--- src/verilog/tses_pkg.sv ---
/*
 * Shared constants for the terminal status exchange: word layout of the
 * notify and control areas in host memory, strobe positions, host
 * register map and reset values.
 * Assumes 16-bit host memory words and a 250 MHz system clock.
 */
package tses_pkg;
    localparam int AW = 8;
    localparam int DW = 16;
    localparam int NOTIFY_WORDS = 3;
    localparam int CTRL_WORDS = 4;
    localparam logic [AW-1:0] OFS_CUR_SCREEN = 8'h00;
    localparam logic [AW-1:0] OFS_UPD_ENTRY = 8'h01;
    localparam logic [AW-1:0] OFS_STATUS = 8'h02;
    localparam logic [AW-1:0] OFS_SCR_SET = 8'h00;
    localparam int BIT_SCR_STROBE = 12;
    localparam int BIT_NUM_STROBE = 11;
    localparam logic [DW-1:0] STROBE_MASK = 16'h1800;
    localparam logic [DW-1:0] SCREEN_NONE = 16'h0000;
    localparam int POLL_CYC = 16;
    localparam logic [11:0] REG_CTL = 12'h400;
    localparam logic [11:0] REG_BASE = 12'h404;
    localparam logic [11:0] REG_STAT = 12'h408;
    localparam int CTL_COPY_BIT = 0;
    localparam int CTL_ASYNC_BIT = 1;
    localparam logic [1:0] CTL_RST = 2'h1;
    localparam logic [AW-1:0] CTRL_BASE_RST = 8'h10;
    localparam logic [AW-1:0] NOTIFY_BASE_RST = 8'h20;
    localparam int RSV_WORDS = 8;
endpackage

--- src/verilog/tses_link_if.sv ---
/*
 * Word link between the operator terminal (master) and the host memory
 * (slave). The terminal holds a request until ack is seen high.
 */
`timescale 1ns/1ns
interface tses_link_if;
    import tses_pkg::*;
    logic req;
    logic we;
    logic [AW-1:0] addr;
    logic [DW-1:0] wdata;
    logic ack;
    logic [DW-1:0] rdata;

    modport term (output req, output we, output addr, output wdata,
                  input ack, input rdata);
    modport host (input req, input we, input addr, input wdata,
                  output ack, output rdata);
endinterface

--- src/verilog/tses_term.sv ---
/*
 * Operator terminal end of the status exchange. Writes the three-word
 * notify area into host memory and polls the host's screen-switch
 * setting word. Assumes the host answers every request on the link.
 */
// The implementer's own choices: the register offsets and the APB interface to the registers.
`timescale 1ns/1ns
module tses_term #(
    parameter int POLL_CYCLES = tses_pkg::POLL_CYC
) (
    input wire logic clk_i,
    input wire logic rst_b_i,
    tses_link_if.term lk,
    input wire logic [tses_pkg::AW-1:0] ctrl_base_i,
    input wire logic [tses_pkg::AW-1:0] notify_base_i,
    input wire logic op_screen_vld_i,
    input wire logic [tses_pkg::DW-1:0] op_screen_i,
    input wire logic screen_is_parent_i,
    input wire logic touch_entry_vld_i,
    input wire logic touch_is_numeral_i,
    input wire logic [tses_pkg::DW-1:0] touch_entry_i,
    input wire logic [tses_pkg::DW-1:0] status_bits_i,
    output logic [tses_pkg::DW-1:0] disp_screen_o,
    output logic show_group_o,
    output logic host_switch_o,
    output logic busy_o
);
    import tses_pkg::*;

    initial begin
        if (POLL_CYCLES < 1 || POLL_CYCLES > 65535) begin
            $error("POLL_CYCLES out of range");
        end
    end

    typedef enum logic [5:0] {
        ST_IDLE = 6'b000001,
        ST_POLL = 6'b000010,
        ST_WSCR = 6'b000100,
        ST_WENT = 6'b001000,
        ST_WSTS = 6'b010000,
        ST_WCLR = 6'b100000
    } tses_state_e;

    tses_state_e state_q, state_d;
    logic [DW-1:0] cur_screen_q, entry_q, seen_q, sts_q;
    logic [DW-1:0] wdata_q;
    logic [AW-1:0] addr_q;
    logic we_q;
    logic pend_scr_q, pend_ent_q, pend_sts_q;
    logic strb_scr_q, strb_num_q, sent_scr_q, sent_num_q;
    logic show_group_q, host_switch_q;
    logic [15:0] poll_cnt_q;
    logic done, host_ev, scr_ev, num_ev, sts_ev, load;
    logic [DW-1:0] new_screen, sts_in;

    function automatic logic [DW-1:0] status_word(
        input logic [DW-1:0] bits, input logic s_scr, input logic s_num);
        logic [DW-1:0] w;
        w = bits & ~STROBE_MASK;
        w[BIT_SCR_STROBE] = s_scr;
        w[BIT_NUM_STROBE] = s_num;
        return w;
    endfunction

    assign done = lk.ack && state_q != ST_IDLE;
    // Only a change of the setting word switches; 0000 is a blank value
    assign host_ev = state_q == ST_POLL && lk.ack && lk.rdata != seen_q
                     && lk.rdata != SCREEN_NONE;
    assign scr_ev = host_ev || op_screen_vld_i;
    assign new_screen = host_ev ? lk.rdata : op_screen_i;
    assign num_ev = touch_entry_vld_i && touch_is_numeral_i;
    assign sts_in = status_word(status_bits_i, 1'b0, 1'b0);
    assign sts_ev = sts_in != sts_q;

    always_comb begin
        state_d = state_q;
        case (state_q)
            ST_IDLE: begin
                if (pend_scr_q) begin
                    state_d = ST_WSCR;
                end else if (pend_ent_q) begin
                    state_d = ST_WENT;
                end else if (pend_sts_q) begin
                    state_d = ST_WSTS;
                end else if (poll_cnt_q == 16'h0000) begin
                    state_d = ST_POLL;
                end
            end
            ST_POLL, ST_WSCR, ST_WENT, ST_WCLR: begin
                if (done) begin
                    state_d = ST_IDLE;
                end
            end
            ST_WSTS: begin
                if (done) begin
                    state_d = (sent_scr_q || sent_num_q) ? ST_WCLR : ST_IDLE;
                end
            end
            default: state_d = ST_IDLE;
        endcase
    end

    assign load = state_d != state_q && state_d != ST_IDLE;

    always_ff @(posedge clk_i or negedge rst_b_i) begin
        if (!rst_b_i) begin
            state_q <= ST_IDLE;
        end else begin
            state_q <= state_d;
        end
    end

    // Transfer words are frozen when a request opens and held until ack
    always_ff @(posedge clk_i or negedge rst_b_i) begin
        if (!rst_b_i) begin
            addr_q <= '0;
            wdata_q <= '0;
            we_q <= 1'b0;
            sent_scr_q <= 1'b0;
            sent_num_q <= 1'b0;
        end else if (load) begin
            we_q <= state_d != ST_POLL;
            sent_scr_q <= 1'b0;
            sent_num_q <= 1'b0;
            case (state_d)
                ST_POLL: addr_q <= ctrl_base_i + OFS_SCR_SET;
                ST_WSCR: begin
                    addr_q <= notify_base_i + OFS_CUR_SCREEN;
                    wdata_q <= cur_screen_q;
                end
                ST_WENT: begin
                    addr_q <= notify_base_i + OFS_UPD_ENTRY;
                    wdata_q <= entry_q;
                end
                ST_WSTS: begin
                    addr_q <= notify_base_i + OFS_STATUS;
                    wdata_q <= status_word(sts_q, strb_scr_q,
                                           strb_num_q);
                    sent_scr_q <= strb_scr_q;
                    sent_num_q <= strb_num_q;
                end
                ST_WCLR: begin
                    wdata_q <= status_word(sts_q, 1'b0, 1'b0);
                end
                default: addr_q <= addr_q;
            endcase
        end
    end

    always_ff @(posedge clk_i or negedge rst_b_i) begin
        if (!rst_b_i) begin
            poll_cnt_q <= 16'h0000;
        end else if (state_q == ST_POLL) begin
            poll_cnt_q <= 16'(POLL_CYCLES - 1);
        end else if (state_q == ST_IDLE && poll_cnt_q != 16'h0000) begin
            poll_cnt_q <= poll_cnt_q - 16'h0001;
        end
    end

    always_ff @(posedge clk_i or negedge rst_b_i) begin
        if (!rst_b_i) begin
            cur_screen_q <= SCREEN_NONE;
            seen_q <= SCREEN_NONE;
            host_switch_q <= 1'b0;
        end else begin
            host_switch_q <= host_ev;
            if (state_q == ST_POLL && lk.ack) begin
                seen_q <= lk.rdata;
            end
            if (scr_ev) begin
                cur_screen_q <= new_screen;
            end
        end
    end

    always_ff @(posedge clk_i or negedge rst_b_i) begin
        if (!rst_b_i) begin
            entry_q <= '0;
            sts_q <= '0;
        end else begin
            sts_q <= sts_in;
            if (num_ev) begin
                entry_q <= touch_entry_i;
            end
        end
    end

    // A new event in the clearing cycle keeps its flag: set wins
    always_ff @(posedge clk_i or negedge rst_b_i) begin
        if (!rst_b_i) begin
            pend_scr_q <= 1'b0;
            pend_ent_q <= 1'b0;
            pend_sts_q <= 1'b0;
        end else begin
            pend_scr_q <= scr_ev || (pend_scr_q &&
                          !(state_q == ST_WSCR && done));
            pend_ent_q <= num_ev || (pend_ent_q &&
                          !(state_q == ST_WENT && done));
            pend_sts_q <= scr_ev || num_ev || sts_ev || (pend_sts_q &&
                          !(state_q == ST_WSTS && done));
        end
    end

    // Strobes drop only once the word carrying them has been taken;
    // the host still learns of changes from the words with async hosts
    always_ff @(posedge clk_i or negedge rst_b_i) begin
        if (!rst_b_i) begin
            strb_scr_q <= 1'b0;
            strb_num_q <= 1'b0;
        end else begin
            if (scr_ev) begin
                strb_scr_q <= 1'b1;
            end else if (state_q == ST_WSTS && done && sent_scr_q) begin
                strb_scr_q <= 1'b0;
            end
            if (num_ev) begin
                strb_num_q <= 1'b1;
            end else if (state_q == ST_WSTS && done && sent_num_q) begin
                strb_num_q <= 1'b0;
            end
        end
    end

    always_ff @(posedge clk_i or negedge rst_b_i) begin
        if (!rst_b_i) begin
            show_group_q <= 1'b0;
        end else begin
            show_group_q <= screen_is_parent_i;
        end
    end

    assign lk.req = state_q != ST_IDLE;
    assign lk.we = we_q;
    assign lk.addr = addr_q;
    assign lk.wdata = wdata_q;
    assign disp_screen_o = cur_screen_q;
    assign show_group_o = show_group_q;
    assign host_switch_o = host_switch_q;
    assign busy_o = state_q != ST_IDLE;
endmodule
--- src/flat_wrapper.sv ---
// flat-port wrapper written by rule: the top's interface ports become plain ports
module tses_term_flat import tses_pkg::*;
#(
    parameter int POLL_CYCLES = tses_pkg::POLL_CYC
)
  (clk_i, rst_b_i, ctrl_base_i, notify_base_i, op_screen_vld_i, op_screen_i, screen_is_parent_i, touch_entry_vld_i, touch_is_numeral_i, touch_entry_i, status_bits_i, disp_screen_o, show_group_o, host_switch_o, busy_o, lk_req, lk_we, lk_addr, lk_wdata, lk_ack, lk_rdata);
  tses_link_if lk_i ();
  input wire logic clk_i;
  input wire logic rst_b_i;
  input wire logic [tses_pkg::AW-1:0] ctrl_base_i;
  input wire logic [tses_pkg::AW-1:0] notify_base_i;
  input wire logic op_screen_vld_i;
  input wire logic [tses_pkg::DW-1:0] op_screen_i;
  input wire logic screen_is_parent_i;
  input wire logic touch_entry_vld_i;
  input wire logic touch_is_numeral_i;
  input wire logic [tses_pkg::DW-1:0] touch_entry_i;
  input wire logic [tses_pkg::DW-1:0] status_bits_i;
  output logic [tses_pkg::DW-1:0] disp_screen_o;
  output logic show_group_o;
  output logic host_switch_o;
  output logic busy_o;
  output wire logic [$bits(lk_i.req)-1:0] lk_req;
  output wire logic [$bits(lk_i.we)-1:0] lk_we;
  output wire logic [$bits(lk_i.addr)-1:0] lk_addr;
  output wire logic [$bits(lk_i.wdata)-1:0] lk_wdata;
  input wire logic [$bits(lk_i.ack)-1:0] lk_ack;
  input wire logic [$bits(lk_i.rdata)-1:0] lk_rdata;
  assign lk_req = lk_i.req;
  assign lk_we = lk_i.we;
  assign lk_addr = lk_i.addr;
  assign lk_wdata = lk_i.wdata;
  assign lk_i.ack = lk_ack;
  assign lk_i.rdata = lk_rdata;
  tses_term #(.POLL_CYCLES(POLL_CYCLES)) u_core (.clk_i(clk_i), .rst_b_i(rst_b_i), .lk(lk_i), .ctrl_base_i(ctrl_base_i), .notify_base_i(notify_base_i), .op_screen_vld_i(op_screen_vld_i), .op_screen_i(op_screen_i), .screen_is_parent_i(screen_is_parent_i), .touch_entry_vld_i(touch_entry_vld_i), .touch_is_numeral_i(touch_is_numeral_i), .touch_entry_i(touch_entry_i), .status_bits_i(status_bits_i), .disp_screen_o(disp_screen_o), .show_group_o(show_group_o), .host_switch_o(host_switch_o), .busy_o(busy_o));
endmodule
--- config.mk ---
export PLATFORM = sky130hd
export DESIGN_NAME = tses_term_flat
export DESIGN_NICKNAME = d
export VERILOG_FILES = /design/src/verilog/tses_pkg.sv /design/src/verilog/tses_link_if.sv /design/src/verilog/tses_term.sv /design/src/flat_wrapper.sv
export SDC_FILE = /design/constraint.sdc
export NUM_CORES = 1
export LEC_CHECK = 0
export BUFFER_PORTS_ARGS = -buffer_cell sky130_fd_sc_hd__buf_4
export CORE_ASPECT_RATIO = 1.5
export CORE_UTILIZATION = 55
export CTS_CLUSTER_DIAMETER = 40
export DETAILED_ROUTE_END_ITERATION = 7
export GPL_TIMING_DRIVEN = 0
export PLACE_DENSITY = 0.9
export SLEW_MARGIN = 10
export SYNTH_ARGS = -nofsm -noshare
export SYNTH_HDL_FRONTEND = slang
export SYNTH_SLANG_ARGS = --single-unit
export TNS_END_PERCENT = 20
--- constraint.sdc ---
create_clock -name clk_i -period 3.75 [get_ports clk_i]
set_input_delay 0.1875 -clock clk_i [delete_from_list [all_inputs] [get_ports clk_i]]
set_output_delay 0.1875 -clock clk_i [all_outputs]
set_load 0.01 [all_outputs]
==> key figures, run 1 <==
Detailed routing
  • Average wire per standard cell: 21.2 um
  • Via count: 5,275
  • Initial drt markers: 367
  • Vias/cell: 6.20
  • DRC Markers: 0
  • Antenna viol nets, final: 0
  • Drt pass-1 iters: 7
  • WL final: 18,000 um

Critical path
  • Reg2Reg Setup Slack: 0.54 ns
  • CP endpoint kind: flop
  • Arr. time, crit path: 3.51 ns
  • CP Data Required Time: 4.05 ns
  • Critical Path Max Stage Delay: 0.57 ns
  • Crit start category: flop
  • R2R Path End: u_core.lk.wdata[13]$_DFFE_PN0P_
  • R2R depth: 8
  • CP cell instances: buf_2, or4b_4, or3_1, nand3_1, o221ai_2, nor3_4, buf_6, mux2_4
  • FF-to-FF Start: u_core.state_q[2]$_DFF_PN0_
  • Crit path max fanout: 10
  • Worst path slowest cell: or4b_4
  • Critical path class: reg -> reg

Yosys
  • Count of state elements after synthesis: 118
  • Yosys cell types: 67
  • Xor/xnor share of the synthesized area: 6.04%
  • Synth area leader: dfrtp_1
  • FFs w/ async S/R, synth: 100%
  • Simple-Gate Fraction of Synth Area: 15.3%
  • Syn Std Cell Area: 5940 um2
  • Post-Syn Instances: 529
  • Mapped Nets: 619
  • Synth cell count leaders: dfrtp_1 (117), mux2_2 (42), nor2_1 (39)
  • Most instantiated library cell after synthesis: dfrtp_1
  • Multiplexer share of the synthesized area: 12.9%
  • Area share of the largest cell type after synthesis: 49.3%
  • Seq/Total Area, Yosys: 49.7%
  • Post-synth EDFFs: 0
  • Synth Warn #: 0
  • Top cells by area, synth: dfrtp_1 (49%), mux2_2 (8.0%), xnor2_1 (5.2%)
  • Fraction of the mapped netlist area in adder cells: 0.800%
  • Combinational family with the most area after synthesis: simple AND/OR/NAND/NOR gates
  • Primary FF master, synth: dfrtp_1
  • Post-synthesis compound-gate area fraction: 12.3%
  • Syn Area/Cell: 11.2 um2

STA
  • Setup tns final: 0 ns
  • Clock skew: 0.0103 ns
  • Post-route minimum period: 3.21 ns
  • RSZ-0062 raised after global routing: no
  • Setup-failing EPs final: 0
  • WHS: 0.00288 ns
  • Min setup slack post-route: 0.541 ns
  • Least-Margin Pin Slew: 0.830 ns
  • Slew Viols, Final: 0
  • Final period utilization: 85.6%
  • Hold Vio Cnt, Final: 0
  • Worst rel slew slack: 44.7%
  • Fmax achieved: 312 MHz

Run
  • Max Cap Violations: 0

Clock tree
  • Reg clk slew, reported paths: 0.06 ns
  • H-Tree Depth: 4
  • Root Driver: clkbuf_16
  • CTS max path bufs: 2
  • Post-CTS Setup Bufs: 0
  • Cts bufs inserted: 17
  • Clock Latency Late Sink: 0.42 ns
  • # hold bufs at CTS: 18
  • Post-CTS sizing: 0
  • TritonCTS Sinks: 118
  • CTS tree: done

Final layout
  • # fillers: 617
  • Non-filler cells, final: 851
  • Area grow syn2layout: 32.8%
  • ANT cells: 0
  • Share of layout cells above drive strength 1: 33.5%
  • Nets@finish: 784

Worst hold path
  • WHS Endpoint: u_core.entry_q[15]$_DFFE_PN0P_
  • Hold Crit Start: touch_entry_i[15]
  • Hold WC Path Type: in -> reg
  • WHS Path Cells: 2

Die
  • Die Ht: 129 um
  • Ports: 132
  • Die Span X: 86.9 um
  • Core Region: 10,500 um2
  • Die area: 11,200 um2
  • Initial Utilization: 56.4%
  • Row cnt: 46

Global routing
  • Largest net degree at the start of global routing: 81
  • GR Overflow Total: 0
  • Total GRT Usage: 34.3%
  • Number of global-route vias before repair: 5,478
  • Global-route wire length before repair: 28,400 um
  • Initial antenna violation count: 0

Place
  • Hpwl dp: 11,900 um
  • GP Congestion: 0.879
  • IO buf count: 127
  • Placed cell count: 801
  • DP Worst Slack: 0.683 ns

Power and ir drop
  • Pwr Density: 624 nW/um2
  • Total chip power: 0.00493 W
  • VDD IR-drop max: 0.395 mV
  • Leak: 3.61 nW

Outcome
  • Status: finished clean
cells in the final DEF (no fill, tap or decap), types with 8 or more instances in the layout:
cell type and count:
nor4_1 12, and2_1 20, mux2_2 42, nor2_1 39
clkbuf_1 19, o21ai_0 13, nand2_1 21, inv_1 8
mux2_4 9, nor3_1 11, buf_4 127, nand3_1 10
mux2i_1 16, dlygate4sd3_1 18, a221o_1 16, xnor2_1 35
nand4_1 13, clkbuf_16 17, a21oi_1 28, dfrtp_1 117
critical path: cells and delay by family (launching register included):
kind                   cells  cell delay (ns)
AND/OR/NAND/NOR            4             1.76
buffers and inverters      2             0.44
flip-flops                 1             0.36
multiplexers               1             0.34
AO/OA/AOI/OAI              1             0.19
sequential cells by signal, indices dropped and copies added (netlist names):
signal / count
u_core.show_group_o: 1
u_core.poll_cnt_q: 16
u_core.lk.addr: 8
u_core.host_switch_o: 1
u_core.lk.wdata: 16
u_core.strb_scr_q: 1
u_core.disp_screen_o: 16
u_core.pend_scr_q: 1
u_core.state_q: 6
u_core.entry_q: 16
u_core.seen_q: 16
u_core.sent_scr_q: 1
u_core.lk.we: 1
u_core.sent_num_q: 1
u_core.sts_q: 14
u_core.strb_num_q: 1
u_core.pend_sts_q: 1
u_core.pend_ent_q: 1
metrics by stage:
step | utilization (%) | cell area (um2)
floorplan | - | 5940
global placement | 67.2 | 7080
detailed placement | 67.5 | 7110
CTS | 74.9 | 7890
global route | 74.9 | 7890
finish | 74.9 | 7890
routing by layer:
layer / wire length [um] / vias to the layer above / track usage [%]
met5: 0 / - / 0
met4: 1130 / 0 / 23.8
met3: 1190 / 95 / 7.77
met2: 9620 / 306 / 60.2
met1: 6060 / 2592 / 36.0
li1: - / 2282 / -
worst max-delay path by stage:
| stage | start | end | slack [ns] | cells past startpoint |
|---|---|---|---|---|
| floorplan | u_core.state_q[5]$_DFF_PN0_ | u_core.lk.wdata[10]$_DFFE_PN0P_ | 1.08 | 8 |
| global placement | u_core.state_q[4]$_DFF_PN0_ | u_core.lk.addr[7]$_DFFE_PN0P_ | 0.74 | 9 |
| detailed placement | u_core.state_q[5]$_DFF_PN0_ | u_core.lk.addr[7]$_DFFE_PN0P_ | 0.68 | 9 |
| CTS | u_core.state_q[2]$_DFF_PN0_ | u_core.lk.wdata[13]$_DFFE_PN0P_ | 0.61 | 8 |
| global route | u_core.poll_cnt_q[3]$_DFFE_PN0P_ | u_core.lk.wdata[13]$_DFFE_PN0P_ | 0.41 | 7 |
| finish | u_core.state_q[2]$_DFF_PN0_ | u_core.lk.wdata[13]$_DFFE_PN0P_ | 0.54 | 8 |
kinds of logic (layout without fill, tap and decap cells):
family | Yosys count | after routing
compound gates | 100 | 100
xor+xnor | 41 | 41
fa+ha+maj | 4 | 4
buf+inv | 37 | 215
flops | 118 | 118
mux | 67 | 67
simple gates | 162 | 162
power breakdown:
group	switching (W)	leakage (nW)	internal (W)
clock network	0.000589	0.301	0.00109
registers	0.000162	1.45	0.00149
logic	0.000782	1.86	0.000806
layout make-up:
class                   count  area [um2]  area share, %
plain buffers              26         131           1.67
inverters                  11        41.3          0.523
multi-input cells         374        2820           35.7
flip-flops and latches    118        2950           37.4
clock buffers              23         478           6.06
clock inverters             9         124           1.57
well taps                 144         180           2.28
repair buffers            146        1160           14.8
(Power assumes the default switching activity.)
==> inputs of run 2 (changes only) <==
CORE_UTILIZATION = 34   (was 55)
PLACE_DENSITY = 0.63   (was 0.9)
==> key figures, run 2 (synthesized netlist as in run 1, its figures left out) <==
Outcome
  • Status: finished clean (unchanged)

Final layout
  • Share of layout cells above drive strength 1: 33.7% (was 33.5%)
  • Commonest non-fill, non-tap cells in the layout: buf_4 (127), dfrtp_1 (117), mux2_2 (42), nor2_1 (39), xnor2_1 (35) (unchanged)
  • ANT cells: 0 (unchanged)
  • # fillers: 1,572 (was 617)
  • Nets@finish: 787 (was 784)
  • Area grow syn2layout: 34.5% (was 32.8%)
  • Most common cell after layout, fill and taps aside: buf_4 (unchanged)

Power and ir drop
  • VDD IR-drop max: 0.336 mV (was 0.395 mV)
  • Leak: 3.59 nW (was 3.61 nW)
  • Pwr Density: 603 nW/um2 (was 624 nW/um2)

Place
  • IO buf count: 127 (unchanged)
  • GP Congestion: 0.903 (was 0.879)
  • Hpwl dp: 12,900 um (was 11,900 um)
  • DP Worst Slack: 0.533 ns (was 0.683 ns)

Worst hold path
  • Hold WC Path Type: in -> reg (unchanged)
  • WHS Path Cells: 2 (unchanged)

Detailed routing
  • Antenna viol nets, final: 0 (unchanged)
  • Drt pass-1 iters: 4 (was 7)
  • DRC Markers: 0 (unchanged)
  • Initial drt markers: 281 (was 367)
  • WL final: 16,800 um (was 18,000 um)
  • Via count: 4,897 (was 5,275)
  • Average wire per standard cell: 18.3 um (was 21.2 um)
  • Vias/cell: 5.33 (was 6.20)

Critical path
  • CP Data Required Time: 4.07 ns (was 4.05 ns)
  • CP endpoint kind: flop (unchanged)
  • R2R depth: 9 (was 8)
  • Arr. time, crit path: 3.54 ns (was 3.51 ns)
  • Crit path max fanout: 10 (unchanged)
  • Critical path class: reg -> reg (unchanged)
  • Crit start category: flop (unchanged)

Global routing
  • Global-route wire length before repair: 26,900 um (was 28,400 um)
  • GR Overflow Total: 0 (unchanged)
  • Largest net degree at the start of global routing: 81 (unchanged)
  • Total GRT Usage: 19.8% (was 34.3%)
  • Initial antenna violation count: 0 (unchanged)
  • Number of global-route vias before repair: 5,223 (was 5,478)

STA
  • Fmax achieved: 311 MHz (was 312 MHz)
  • RSZ-0062 raised after global routing: no (unchanged)
  • Worst rel slew slack: 43.6% (was 44.7%)
  • Setup-failing EPs final: 0 (unchanged)
  • Setup tns final: 0 ns (unchanged)
  • Min setup slack post-route: 0.532 ns (was 0.541 ns)
  • Post-route minimum period: 3.22 ns (was 3.21 ns)
  • Least-Margin Pin Slew: 0.846 ns (was 0.830 ns)
  • Hold Vio Cnt, Final: 0 (unchanged)
  • Final period utilization: 85.8% (was 85.6%)
  • WHS: 0.00925 ns (was 0.00288 ns)
  • Clock skew: 0.0174 ns (was 0.0103 ns)
  • Slew Viols, Final: 0 (unchanged)

Clock tree
  • TritonCTS Sinks: 118 (unchanged)
  • Reg clk slew, reported paths: 0.06 ns (about the same)
  • Post-CTS Setup Bufs: 0 (unchanged)
  • Cts bufs inserted: 17 (unchanged)
  • CTS tree: done (unchanged)
  • Root Driver: clkbuf_16 (unchanged)
  • Clock Latency Late Sink: 0.41 ns (was 0.42 ns)
  • H-Tree Depth: 4 (unchanged)
  • CTS max path bufs: 2 (unchanged)

Run
  • Max Cap Violations: 0 (unchanged)

Die
  • Die Span X: 110 um (was 86.9 um)
  • Die Ht: 164 um (was 129 um)
  • Row cnt: 58 (was 46)
  • Die area: 18,000 um2 (was 11,200 um2)
  • Ports: 132 (unchanged)
  • Initial Utilization: 35.1% (was 56.4%)
  • Core Region: 16,900 um2 (was 10,500 um2)
## run 2: power breakdown
group          switching [W]  total (W)  internal, W
logic               0.000766    0.00157     0.000807
clock network       0.000624    0.00162      0.00100
registers           0.000129    0.00162      0.00149
total                0.00152    0.00482      0.00330
## run 2: routing by layer
layer | track usage [%] | part of all wire, % | vias up
met1 | 21.3 | 37 | 2414
met3 | 4.25 | 4.7 | 35
met2 | 35.7 | 54 | 156
li1 | - | - | 2292
met4 | 10.2 | 3.7 | 0
met5 | 0 | 0 | -
## run 2: critical path, cell delays in order, from the launching register on
cell and delay, ns:
dfrtp_1 0.36, buf_2 0.17, or4_4 0.58, nor4b_1 0.35, nor2_1 0.25, inv_2 0.19, clkbuf_1 0.48, a21oi_1 0.20
or3_1 0.33, a41oi_1 0.21
## run 2: through the flow
| step | power (W) | instances | area, um2 | util (%) |
|---|---|---|---|---|
| floorplan | 0.00257 | 529 | 5940 | - |
| global placement | 0.00318 | 866 | 7160 | 42.3 |
| detailed placement | 0.00321 | 867 | 7190 | 42.5 |
| CTS | 0.00487 | 919 | 7990 | 47.3 |
| global route | 0.00506 | 919 | 7990 | 47.3 |
| finish | 0.00482 | 919 | 7990 | 47.3 |
## run 2: worst paths after layout
check / slack [ns] / from / end
setup / recovery: 0.53 / u_core.state_q[4]$_DFF_PN0_ / u_core.lk.addr[7]$_DFFE_PN0P_
min in group asynchronous: 0.25 / rst_b_i / u_core.seen_q[3]$_DFFE_PN0P_
max in group asynchronous: 2.75 / rst_b_i / u_core.state_q[0]$_DFF_PN1_
setup reg to reg: 0.53 / u_core.state_q[4]$_DFF_PN0_ / u_core.lk.addr[7]$_DFFE_PN0P_
hold reg to reg: 0.48 / u_core.lk.we$_DFFE_PN0P_ / u_core.lk.we$_DFFE_PN0P_
hold / removal: 0.009 / touch_entry_i[9] / u_core.entry_q[9]$_DFFE_PN0P_
## run 2: what timing repair did
action / in CTS / in global routing
resized for setup: 0 / 0
endpoints found under the hold margin: 58 / 0
hold buffers: 21 / 0
endpoints found under the setup margin: 0 / 0
## run 2: final cells by class
| cell class | instances | area (um2) | share of cell area, % |
|---|---|---|---|
| flip-flops and latches | 118 | 2950 | 37.0 |
| well taps | 210 | 263 | 3.29 |
| multi-input cells | 374 | 2820 | 35.2 |
| inverters | 11 | 41.3 | 0.517 |
| repair buffers | 149 | 1190 | 15.0 |
| clock buffers | 18 | 439 | 5.50 |
| plain buffers | 26 | 131 | 1.64 |
| clock inverters | 13 | 151 | 1.89 |
==> inputs of run 3 (changes only) <==
BUFFER_PORTS_ARGS = not set   (was -buffer_cell sky130_fd_sc_hd__buf_4)
CORE_UTILIZATION = 55   (was 34)
DONT_BUFFER_PORTS = 1   (was not set)
PLACE_DENSITY = 0.79   (was 0.63)
==> key figures, run 3 (synthesized netlist as in run 1, its figures left out) <==
Clock tree
  • H-Tree Depth: 4 (unchanged)
  • Clock Latency Late Sink: 0.42 ns (was 0.41 ns)
  • CTS max path bufs: 2 (unchanged)
  • Reg clk slew, reported paths: 0.06 ns (about the same)
  • Cts bufs inserted: 17 (unchanged)
  • CTS tree: done (unchanged)
  • Post-CTS sizing: 0 (unchanged)
  • Root Driver: clkbuf_16 (unchanged)
  • TritonCTS Sinks: 118 (unchanged)

Worst hold path
  • Hold WC Path Type: in -> reg (unchanged)
  • Hold Crit Start: op_screen_i[1] (was touch_entry_i[9])
  • WHS Path Cells: 2 (unchanged)
  • WHS Endpoint: u_core.disp_screen_o[1]$_DFFE_PN0P_ (was u_core.entry_q[9]$_DFFE_PN0P_)

Place
  • IO buf count: 0 (was 127)
  • Post-DP Area: 6120 um2 (was 7190 um2)
  • GP Congestion: 0.873 (was 0.903)
  • Hpwl dp: 11,100 um (was 12,900 um)

Critical path
  • Critical path class: reg -> reg (unchanged)
  • CP Data Required Time: 4.10 ns (was 4.07 ns)
  • R2R depth: 12 (was 9)
  • Critical Path Max Stage Delay: 0.59 ns (was 0.58 ns)
  • Crit path max fanout: 10 (unchanged)
  • R2R Path End: u_core.lk.addr[7]$_DFFE_PN0P_ (unchanged)
  • CP endpoint kind: flop (unchanged)
  • Reg2Reg Setup Slack: 0.28 ns (was 0.53 ns)
  • FF-to-FF Start: u_core.state_q[4]$_DFF_PN0_ (unchanged)
  • CP cell instances: buf_2, or4_4, nor2_8, inv_2, o22a_1, clkbuf_1, inv_2, buf_2, a21oi_1, or3_1, a41oi_1, dlygate4sd3_1 (was buf_2, or4_4, nor4b_1, nor2_1, inv_2, clkbuf_1, a21oi_1, or3_1, a41oi_1)
  • Crit start category: flop (unchanged)
  • Worst path slowest cell: or4_4 (unchanged)
  • Arr. time, crit path: 3.82 ns (was 3.54 ns)

Power and ir drop
  • Leak: 3.20 nW (was 3.59 nW)
  • Pwr Density: 630 nW/um2 (was 603 nW/um2)
  • VDD IR-drop max: 0.381 mV (was 0.336 mV)

STA
  • Least-Margin Pin Slew: 0.850 ns (was 0.846 ns)
  • Setup-failing EPs final: 0 (unchanged)
  • Final period utilization: 92.4% (was 85.8%)
  • Setup tns final: 0 ns (unchanged)
  • Worst rel slew slack: 43.3% (was 43.6%)
  • Hold Vio Cnt, Final: 0 (unchanged)
  • Clock skew: 0.0137 ns (was 0.0174 ns)
  • RSZ-0062 raised after global routing: no (unchanged)
  • Fmax achieved: 289 MHz (was 311 MHz)
  • Slew Viols, Final: 0 (unchanged)
  • Post-route minimum period: 3.47 ns (was 3.22 ns)

Global routing
  • Largest net degree at the start of global routing: 119 (was 81)
  • Initial antenna violation count: 0 (unchanged)
  • GR Overflow Total: 0 (unchanged)
  • Global-route wire length before repair: 26,900 um (about the same)
  • Total GRT Usage: 32.6% (was 19.8%)
  • Number of global-route vias before repair: 5,232 (was 5,223)

Detailed routing
  • Average wire per standard cell: 22.5 um (was 18.3 um)
  • Drt pass-1 iters: 5 (was 4)
  • Via count: 4,845 (was 4,897)
  • Initial drt markers: 310 (was 281)
  • DRC Markers: 0 (unchanged)
  • Antenna viol nets, final: 0 (unchanged)
  • WL final: 17,300 um (was 16,800 um)
  • Vias/cell: 6.28 (was 5.33)

Die
  • Row cnt: 46 (was 58)
  • Ports: 132 (unchanged)
  • Die Ht: 129 um (was 164 um)
  • Core Region: 10,500 um2 (was 16,900 um2)
  • Initial Utilization: 56.4% (was 35.1%)
  • Die area: 11,200 um2 (was 18,000 um2)
  • Die Span X: 86.9 um (was 110 um)

Final layout
  • FF/Latch Area: 2950 um2 (unchanged)
  • Area grow syn2layout: 25.2% (was 34.5%)
  • Final instance area: 7440 um2 (was 7990 um2)
  • # fillers: 702 (was 1,572)
  • Area of the multi-input gates: 2820 um2 (unchanged)
  • Commonest non-fill, non-tap cells in the layout: dfrtp_1 (117), dlygate4sd3_1 (66), mux2_2 (42), nor2_1 (39), xnor2_1 (35) (was buf_4 (127), dfrtp_1 (117), mux2_2 (42), nor2_1 (39), xnor2_1 (35))
  • ANT cells: 0 (unchanged)
  • Share of layout cells above drive strength 1: 18.0% (was 33.7%)
  • Nets@finish: 704 (was 787)
  • Most common cell after layout, fill and taps aside: dfrtp_1 (was buf_4)

Run
  • Max Cap Violations: 0 (unchanged)

Outcome
  • Status: finished clean (unchanged)
run 3: cell count changes in the layout (fill, tap and decap cells not counted):
cell	change
clkbuf_8	+1
dlygate4sd3_1	+45
clkinv_4	-2
clkinvlp_4	-4
inv_8	-1
buf_6	-1
buf_4	-126
clkbuf_1	-1
bufinv_16	+2
clkinv_2	+5
run 3: per-stage QoR:
stage	utilization (%)	power, W	worst slack [ns]	instances	hold slack (ns)
global route	70.6	0.00485	0.0828	771	0.0171
global placement	58.1	0.00280	0.702	673	-0.105
CTS	70.7	0.00466	0.170	772	0.00285
detailed placement	58.1	0.00283	0.716	673	-0.104
finish	70.6	0.00469	0.284	771	0.00990
floorplan	-	0.00257	1.08	529	-0.108
run 3: cell type report:
cell class | instances | share of cell area, %
clock inverter | 13 | 2.39
inverter | 11 | 0.555
buffer | 25 | 1.72
tap | 144 | 2.42
multi-input combinational | 374 | 37.9
timing repair buffer | 67 | 9.25
sequential | 118 | 39.7
clock buffer | 19 | 6.09
run 3: power breakdown:
group	total (W)	internal (W)	switching (W)	leakage (nW)
Combinational	0.00120	0.000598	0.000598	1.44
Clock	0.00174	0.00114	0.000601	0.309
Sequential	0.00175	0.00149	0.000252	1.45
run 3: worst max-delay path, delay by kind of cell (launching register included):
family / cells / cell delay, ns
simple gates: 3 / 1.08
buf+inv: 6 / 1.53
flops: 1 / 0.35
compound gates: 3 / 0.46
run 3: worst max-delay path by stage:
stage                                      from                                  end  slack, ns
3_3_place_gp        u_core.state_q[4]$_DFF_PN0_  u_core.disp_screen_o[7]$_DFFE_PN0P_       0.70
3_5_place_dp   u_core.poll_cnt_q[3]$_DFFE_PN0P_      u_core.lk.wdata[11]$_DFFE_PN0P_       0.72
4_1_cts             u_core.state_q[5]$_DFF_PN0_        u_core.lk.addr[7]$_DFFE_PN0P_       0.17
5_1_grt             u_core.state_q[4]$_DFF_PN0_        u_core.lk.addr[7]$_DFFE_PN0P_       0.08
6_report            u_core.state_q[4]$_DFF_PN0_        u_core.lk.addr[7]$_DFFE_PN0P_       0.28
2_1_floorplan       u_core.state_q[5]$_DFF_PN0_      u_core.lk.wdata[10]$_DFFE_PN0P_       1.08
run 3: timing repair:
item,in CTS,in global routing
setup buffers,0,0
endpoints found under the hold margin,188,0
hold buffers,67,0
endpoints found under the setup margin,0,1
run 3: layer usage:
metal / wire length, um / vias up / global-route usage [%]
li1: - / 2126 / -
met1: 5960 / 2435 / 34.0
met2: 9560 / 221 / 58.6
met3: 963 / 63 / 7.07
met4: 846 / 0 / 20.9
met5: 0 / - / 0
